File: src/hdl/flag_exec_defines.vh
// constants for the status-flag and bit-transfer instruction executor
// Notes on behaviour
// RULE1: bit-load copies the transfer flag into the chosen bit of the destination register, flags unchanged, one cycle.
// RULE2: set-overflow makes the overflow flag one and touches no other flag, one cycle.
// RULE3: clear-overflow makes the overflow flag zero and touches no other flag, one cycle.
// RULE4: set-half-carry makes the half carry flag one and touches no other flag, one cycle.
// RULE5: clear-half-carry makes the half carry flag zero and touches no other flag, one cycle.
// RULE6: interrupt-enable makes the global interrupt enable flag one and nothing else, one cycle.
// RULE7: interrupt-disable makes the global interrupt enable flag zero and nothing else, one cycle.
// RULE8: set-sign makes the signed test flag one and leaves the others, one cycle.
// RULE9: clear-sign makes the signed test flag zero and leaves the others, one cycle.
// RULE10: sleep takes one cycle, changes no flag and asks the power-saving logic to sleep.
// RULE11: watchdog-restart takes one cycle, changes no flag and tells the watchdog to restart.
// RULE12: set and clear of carry, zero, negative and transfer each force only their own flag, one cycle.
// RULE13: no-operation takes one cycle and changes nothing except advancing the program counter.
// RULE14: bit-store copies the chosen bit of a source register into the transfer flag, one cycle.
`ifndef FLAG_EXEC_DEFINES_VH
`define FLAG_EXEC_DEFINES_VH

// ==========================================================
// instruction word layout
`define OP_CLASS_HI     15
`define OP_CLASS_LO     12
`define OP_REG_HI       8
`define OP_REG_LO       4
`define OP_SEL_HI       2
`define OP_SEL_LO       0

// ==========================================================
// instruction classes
`define CLS_NOP         4'h0
`define CLS_FLAG_SET    4'h1
`define CLS_FLAG_CLEAR  4'h2
`define CLS_BIT_LOAD    4'h3
`define CLS_BIT_STORE   4'h4
`define CLS_SLEEP       4'h5
`define CLS_WDT_RESTART 4'h6

// ==========================================================
// status register bit positions
`define FLAG_CARRY      3'h0
`define FLAG_ZERO       3'h1
`define FLAG_NEGATIVE   3'h2
`define FLAG_OVERFLOW   3'h3
`define FLAG_SIGN       3'h4
`define FLAG_HALF_CARRY 3'h5
`define FLAG_TRANSFER   3'h6
`define FLAG_IRQ_ENABLE 3'h7

// ==========================================================
// reset values
`define STATUS_RESET    8'h00
`define GPR_RESET       8'h00

`endif

File: src/hdl/gpr_file.v
// general register file, one write port and one registered read port
`timescale 1ns/10ps
`default_nettype none

module gpr_file #(
  parameter ADDR_W = 5,
  parameter DATA_W = 8
) (
  input  wire              sys_clk,
  input  wire              wr_en,
  input  wire [ADDR_W-1:0] wr_addr,
  input  wire [DATA_W-1:0] wr_data,
  input  wire [ADDR_W-1:0] rd_addr,
  output reg  [DATA_W-1:0] rd_data_reg
);

  reg [DATA_W-1:0] mem [0:(1<<ADDR_W)-1];

  // ==========================================================
  // write-first bypass lets back-to-back read-modify-write on one register see fresh data
  always @(posedge sys_clk) begin
    if (wr_en) begin
      mem[wr_addr] <= wr_data;
    end
    if (wr_en && (wr_addr == rd_addr)) begin
      rd_data_reg <= wr_data;
    end else begin
      rd_data_reg <= mem[rd_addr];
    end
  end

endmodule // gpr_file

`default_nettype wire

File: src/hdl/status_flag_instr_exec.v
// decoder and executor for flag set/clear, bit transfer, no-op, sleep and watchdog restart
`timescale 1ns/10ps
`default_nettype none
`include "flag_exec_defines.vh"

module status_flag_instr_exec #(
  parameter ADDR_W = 5,
  parameter DATA_W = 8
) (
  input  wire              sys_clk,
  input  wire              rst_n,
  input  wire              instr_valid,
  input  wire [15:0]       instr_word,
  input  wire              preload_en,
  input  wire [ADDR_W-1:0] preload_addr,
  input  wire [DATA_W-1:0] preload_data,
  input  wire [ADDR_W-1:0] peek_addr,
  output wire              preload_ready,
  output wire [DATA_W-1:0] peek_data,
  output reg  [7:0]        status_register,
  output wire              global_irq_enable,
  output reg               pc_advance_reg,
  output reg               sleep_req_reg,
  output reg               watchdog_restart_reg,
  output reg               illegal_op_reg
);

  // ==========================================================
  // decode helpers
  function is_class;
    input [15:0] word;
    input [3:0]  clear_sign_op;
    begin
      is_class = (word[`OP_CLASS_HI:`OP_CLASS_LO] == clear_sign_op);
    end
  endfunction

  function is_known;
    input [15:0] word;
    begin
      is_known = is_class(word, `CLS_NOP)      | is_class(word, `CLS_FLAG_SET)
               | is_class(word, `CLS_FLAG_CLEAR) | is_class(word, `CLS_BIT_LOAD)
               | is_class(word, `CLS_BIT_STORE)  | is_class(word, `CLS_SLEEP)
               | is_class(word, `CLS_WDT_RESTART);
    end
  endfunction

  // ==========================================================
  // execute stage: the register file read takes the accept edge, so
  // each instruction acts one cycle after it is taken, one per cycle
  reg              ex_valid_reg;
  reg [15:0]       ex_word_reg;
  reg [7:0]        status_next;
  reg              gpr_wr_en;
  reg [DATA_W-1:0] gpr_wr_data;

  wire [DATA_W-1:0] gpr_rd_data;
  wire [2:0]        ex_sel  = ex_word_reg[`OP_SEL_HI:`OP_SEL_LO];
  wire [ADDR_W-1:0] ex_reg  = ex_word_reg[`OP_REG_LO+ADDR_W-1:`OP_REG_LO];
  wire [ADDR_W-1:0] rd_addr = instr_valid ?
                              instr_word[`OP_REG_LO+ADDR_W-1:`OP_REG_LO] : peek_addr;

  wire do_set    = ex_valid_reg && is_class(ex_word_reg, `CLS_FLAG_SET);
  wire do_clear  = ex_valid_reg && is_class(ex_word_reg, `CLS_FLAG_CLEAR);
  wire do_load   = ex_valid_reg && is_class(ex_word_reg, `CLS_BIT_LOAD);
  wire do_store  = ex_valid_reg && is_class(ex_word_reg, `CLS_BIT_STORE);

  // the executing bit-load owns the write port; a preload waits a cycle
  assign preload_ready     = !do_load;
  assign peek_data         = gpr_rd_data;
  assign global_irq_enable = status_register[`FLAG_IRQ_ENABLE];

  always @* begin
    status_next = status_register;
    gpr_wr_en   = 1'b0;
    gpr_wr_data = gpr_rd_data;
    if (do_set) begin
      // one flag forced high, the rest kept
      status_next[ex_sel] = 1'b1; // RULE2 RULE4 RULE6 RULE8 RULE12
    end else if (do_clear) begin
      status_next[ex_sel] = 1'b0; // RULE3 RULE5 RULE7 RULE9 RULE12
    end else if (do_store) begin
      status_next[`FLAG_TRANSFER] = gpr_rd_data[ex_sel]; // RULE14
    end
    if (do_load) begin
      gpr_wr_en           = 1'b1;
      gpr_wr_data[ex_sel] = status_register[`FLAG_TRANSFER]; // RULE1
    end else if (preload_en) begin
      gpr_wr_en   = 1'b1;
      gpr_wr_data = preload_data;
    end
  end

  gpr_file #(
    .ADDR_W (ADDR_W),
    .DATA_W (DATA_W)
  ) u_gpr (
    .sys_clk     (sys_clk),
    .wr_en       (gpr_wr_en),
    .wr_addr     (do_load ? ex_reg : preload_addr),
    .wr_data     (gpr_wr_data),
    .rd_addr     (rd_addr),
    .rd_data_reg (gpr_rd_data)
  );

  // ==========================================================
  // sequential state
  always @(posedge sys_clk) begin
    if (!rst_n) begin
      ex_valid_reg         <= 1'b0;
      ex_word_reg          <= 16'h0000;
      status_register      <= `STATUS_RESET;
      pc_advance_reg       <= 1'b0;
      sleep_req_reg        <= 1'b0;
      watchdog_restart_reg <= 1'b0;
      illegal_op_reg       <= 1'b0;
    end else begin
      ex_valid_reg    <= instr_valid;
      ex_word_reg     <= instr_valid ? instr_word : 16'h0000;
      // no-op, sleep and watchdog restart leave the flags as they are
      status_register <= status_next; // RULE10 RULE11 RULE13
      // every known instruction retires in its one execute cycle
      pc_advance_reg  <= ex_valid_reg && is_known(ex_word_reg); // RULE13
      sleep_req_reg   <= ex_valid_reg && is_class(ex_word_reg, `CLS_SLEEP); // RULE10
      watchdog_restart_reg <= ex_valid_reg
                              && is_class(ex_word_reg, `CLS_WDT_RESTART); // RULE11
      // unknown classes are flagged, change no flag and do not advance the program counter
      illegal_op_reg  <= ex_valid_reg && !is_known(ex_word_reg);
    end
  end

endmodule // status_flag_instr_exec

`default_nettype wire

File: config.mk
export PLATFORM = sky130hd
export DESIGN_NAME = status_flag_instr_exec
export DESIGN_NICKNAME = d
export VERILOG_FILES = /design/src/hdl/gpr_file.v /design/src/hdl/status_flag_instr_exec.v
export VERILOG_INCLUDE_DIRS = /design/src /design/src/hdl
export SDC_FILE = /design/constraint.sdc
export NUM_CORES = 1
export LEC_CHECK = 0
export ABC_CLOCK_PERIOD_IN_PS = 8300
export BUFFER_PORTS_ARGS = -buffer_cell sky130_fd_sc_hd__buf_2
export CELL_PAD_IN_SITES_DETAIL_PLACEMENT = 1
export CELL_PAD_IN_SITES_GLOBAL_PLACEMENT = 2
export CORE_MARGIN = 3
export CORE_UTILIZATION = 50
export DETAILED_ROUTE_END_ITERATION = 8
export PLACE_DENSITY_LB_ADDON = 0.1
export SLEW_MARGIN = 15
export SYNTH_ARGS = -nofsm -noshare
export SYNTH_HDL_FRONTEND = slang
export SYNTH_SLANG_ARGS = --single-unit
File: constraint.sdc
create_clock -name sys_clk -period 8.3 [get_ports sys_clk]
set_input_delay 0.83 -clock sys_clk [delete_from_list [all_inputs] [get_ports sys_clk]]
set_output_delay 0.83 -clock sys_clk [all_outputs]
set_load 0.05 [all_outputs]
## Word level (Yosys, flattened, before mapping)

Memory sizes are Yosys's and may differ from the RTL's. A register that Yosys moved wholly into a read port is not among the register bits.
Cells that the tools add are included.

| storage, ports and cells | value |
|---|---|
| bits in writable memories | 256 |
| word-level logic and storage cells | 59 |
| memories | 1 |
| register bits after elaboration | 29 |
| input port bits | 38 |

| cells by class | value |
|---|---|
| bitwise operators | 9 |
| multiplexer cells | 18 |
| equal/unequal tests | 6 |
| reductions and logical operators | 15 |
| magnitude comparators | 2 |

Memories:

| name | words | bits a word | rd ports | clocked after Yosys merged registers in | wr ports | line | text |
|---|---|---|---|---|---|---|---|
| u_gpr.mem | 32 | 8 | 1 | 1 | 1 | gpr_file.v:17 | `reg [DATA_W-1:0] mem [0:(1<<ADDR_W)-1];` |

Operator list:

| kind | number |
|---|---|
| 8-bit 2-to-1 mux | 3 |
| 4-bit by 3-bit equality test with 1-bit output, second input constant | 3 |
| 5-bit 2-to-1 mux | 2 |
| 1-bit logical AND | 9 |
| 1-bit 2-to-1 mux | 9 |
| 8-bit AND | 1 |
| 8-bit bitwise mux | 1 |
| 4-bit by 2-bit equality test with 1-bit output, second input constant | 2 |
| 8-bit inverter | 1 |
| 8-bit OR | 1 |
| 6-bit 2-to-1 mux | 1 |
| 1-bit OR | 6 |
| 4-bit by 1-bit equality test with 1-bit output, second input constant | 1 |
| 4-bit logical NOT | 1 |
| 3-bit by 4-bit less-than comparator with 1-bit output, second input constant | 1 |
| 1-bit binary-select mux with 3-bit select | 1 |
| 1-bit demux with 3-bit select | 1 |
| 3-bit by 1-bit >= comparator with 1-bit output, second input constant | 1 |
| 3-bit nonzero test | 1 |
| 1-bit logical NOT | 2 |
| 2-bit AND reduction | 1 |
| 2-bit nonzero test | 1 |

## Logic depth before layout (Yosys ltp)

| depth | value |
|---|---|
| depth after elaboration | 9 |
| depth in mapped cells | 11 |
| gate-level depth less buffers | 8 |

## Hierarchy

From an unflattened synthesis, not the netlist that was laid out.

| unflattened totals | value |
|---|---|
| cell total of the unflattened synthesis | 580 |
| area total of the unflattened synthesis | 11,382.2 µm² |

Modules (own cells, without submodules):

| module | area an instance (µm²) | times used | seq. area each (µm²) | cells an instance |
|---|---|---|---|---|
| gpr_file | 9,993.3 | 1 | 7,787.5 | 414 |
| status_flag_instr_exec | 1,388.8 | 1 | 500.5 | 166 |

## Worst setup path after synthesis

OpenSTA, ideal clock, no wires.

| timing path | value |
|---|---|
| path kind | reg2reg |
| start | register (tool-made name) |
| end | memory u_gpr.mem[0][4] (data pin) |
| data arrival time | 3.837 ns |
| path slack | 4.008 ns |
| period minus slack after synthesis | 4.292 ns |
| stages on the path, launching flop included | 9 |
| path buffers | 3 |
| setup time | 0.455 ns |
| cell sequence | dfxtp_1 buf_6 buf_4 buf_4 mux2_2 o21ai_0 o21ai_0 mux2i_1 o21ai_0 |

RTL lines:

| element | line |
|---|---|
| to (decl) | gpr_file.v:17 |

==> results_dict.tcl <==
set metrics [dict create \
    coreArea_um2 22900 \
    setup_tns_ns 0 \
    dpl.hpwl_um 18700 \
    cts_num_sinks 286 \
    highest_layer "met4" \
    rsz0062_at_grt "no" \
    min-delay-path-class "flip-flop to flip-flop" \
    crit_fanout 24 \
    num-fill-cells 2081 \
    cpPeakStageDelay_ns 0.89 \
    routedLengthMet1_um 12400 \
    yosysWarnings 0 \
    syn_avg_cell_area_um2 16.9 \
    syn_inst 698 \
    wl_met2_um 14200 \
    power_leakage_nw 4.47 \
    maxSlewHeadroom_pct 22.1 \
    largest_register_ffs 256 \
    syn-num-nets 736 \
    cts_tree "yes" \
    synth-seq-cells 286 \
    avgViaCountPerCell 6.00 \
    vias 6555 \
    root_buffer "clkbuf_16" \
    ys_seq_area_share_pct 70.1 \
    drt_first_pass_iters 6 \
    antenna_found_initial 0 \
    row_count 55 \
    hold_viol_final 0 \
    critPathLaunchType "flip-flop" \
    synth.distinct_cells 56 \
    clk_latency_ns 0.56 \
    slew_violations 0 \
    cts_setup_buffers 0 \
    synth_area_um2 11800 \
    fin_crit_sh_pct 57.1 \
    path_class "flip-flop to output port" \
    cts-resized-gates 0 \
    cts_hold_buf 0 \
    vdd_drop_max_mv 0.176 \
    worst_pin_slew_ns 1.16 \
    fin_util_pct 58.1 \
    crit_required_ns 7.47 \
    synth_ff_type "edfxtp_1" \
    pin_count 60 \
    grt.total_usage_pct 22.7 \
    grt_max_degree 61 \
    die_h_um 160 \
    clkTransAtPathRegs_ns 0.06 \
    gp_congestion 0.834 \
    maxCapViolCount 0 \
    period_minus_slack_ns 4.74 \
    grt_pass1_wl_um 43700 \
    path_common_cell "o21ai_0" \
    initialDrtViolationCount 609 \
    powerDensity_nw_per_um2 244 \
    die-area_um2 25500 \
    worstSetupEndpointType "output port" \
    initial_core_util_pct 51.6 \
    status "completed" \
    drc 0 \
    die_w_um 160 \
    synth_edf_count 256 \
    multi_input_area_um2 3260 \
    port_buffers 55 \
    cts_buffer_depth 3 \
    drive_above_1_share_pct 24.1 \
    cts.htree.levels 1 \
    seq_area_um2 8290 \
    setup_viol_count_final 0 \
    cp_slowest_cell "dfxtp_2" \
    wl_per_cell_um 26.4 \
    grt_overflow_total 0 \
    first_global_vias 6901 \
    nets 795 \
    cts_buffers 29 \
    area_growth_pct 12.6 \
    cp.arrival_ns 3.91 \
    antenna_cells 0 \
    path_cells "buf_4, nor2_2, a221oi_1, o21ai_0, nand3_1, o21ai_0, inv_1, buf_2" \
    ys_async_sr_fraction_pct 0 \
    antenna_left 0 \
    met3_length_um 1520 \
    fin_skew_ns 0.0181 \
    fmax_mhz 211 \
    drt-total-wl_um 28900 \
]
[worst max-delay path, delay by kind of cell, from the launching register on]
kind,cells,cell delay [ns]
buffers and inverters,3,0.87
AO/OA/AOI/OAI,3,1.12
flip-flops,1,0.89
AND/OR/NAND/NOR,2,0.44
[worst paths after layout]
check                             startpoint               end  slack [ns]  depth (start not counted)
worst min register to register  ex_valid_reg    pc_advance_reg        0.47                          2
worst max-delay path               flip-flop      peek_data[0]        3.56                          8
worst max register to register     flip-flop  u_gpr.mem[31][0]        4.06                          9
worst min-delay path            ex_valid_reg    pc_advance_reg        0.47                          2
[final cells by class]
cell class | count | area share [%]
tap | 313 | 2.94
clock buffer | 31 | 5.51
clock inverter | 22 | 1.72
inverter | 13 | 0.366
multi-input combinational | 361 | 24.5
sequential | 286 | 62.3
timing repair buffer | 66 | 2.69
[report_power, final]
group | switching [mW] | leakage (nW) | internal [mW]
combinational | 0.208 | 1.46 | 0.0986
clock | 0.567 | 0.461 | 0.743
sequential | 0.0176 | 2.55 | 1.62
total | 0.793 | 4.47 | 2.46
[kinds of logic (layout without fill, tap and decap cells)]
logic type,Yosys count,after routing,share of synthesized area (%)
muxes,110,110,14.9
AOI/OAI and AO/OA,108,108,6.26
xor gates and xnor gates,1,1,0.0741
DFF,286,286,70.1
buffers and inverters,51,132,2.70
and+or+nand+nor,142,142,6.05
[cells in the mapped netlist, types with 11 or more instances]
master / number / area, um^2
nor2_1: 43 / 161
inv_1: 11 / 41.3
nand2_1: 28 / 105
clkbuf_1: 13 / 48.8
mux2i_1: 51 / 510
mux4_2: 41 / 923
a31oi_1: 11 / 68.8
o21ai_0: 32 / 160
edfxtp_1: 256 / 7690
dfxtp_1: 30 / 601
nand3_1: 13 / 65.1
a221oi_1: 12 / 105
and3_1: 13 / 81.3
[layer usage]
metal	up-vias	track usage, %
li1	2912	-
met1	3396	31.9
met2	196	37.5
met4	0	5.56
met5	-	0
met3	51	3.84
[per-stage QoR]
step | power (mW) | hold WS, ns | worst slack (ns) | cells | cell area, um^2
finish | 3.25 | 0.468 | 3.56 | 1092 | 13300
global route | 3.36 | 0.504 | 3.24 | 1092 | 13300
CTS | 3.28 | 0.470 | 3.47 | 1092 | 13300
detailed placement | 1.97 | 0.460 | 3.98 | 1039 | 12300
global placement | 1.96 | 0.449 | 4.12 | 1039 | 12300
floorplan | 1.87 | 0.434 | 4.01 | 698 | 11800
[layout by cell type (no fill, tap or decap), types with 8 or more instances in the layout]
master,n
a21oi_1,8
a221oi_1,12
a22oi_1,9
and3_1,13
buf_2,55
buf_4,11
clkbuf_16,29
dfxtp_1,28
edfxtp_1,256
inv_1,11
mux2_2,10
mux2i_1,51
mux4_1,8
mux4_2,41
nand2_1,28
nand2b_1,9
nand3_1,13
nor2_1,43
o21ai_0,30
No activity file was read; power rests on OpenSTA's default activity.
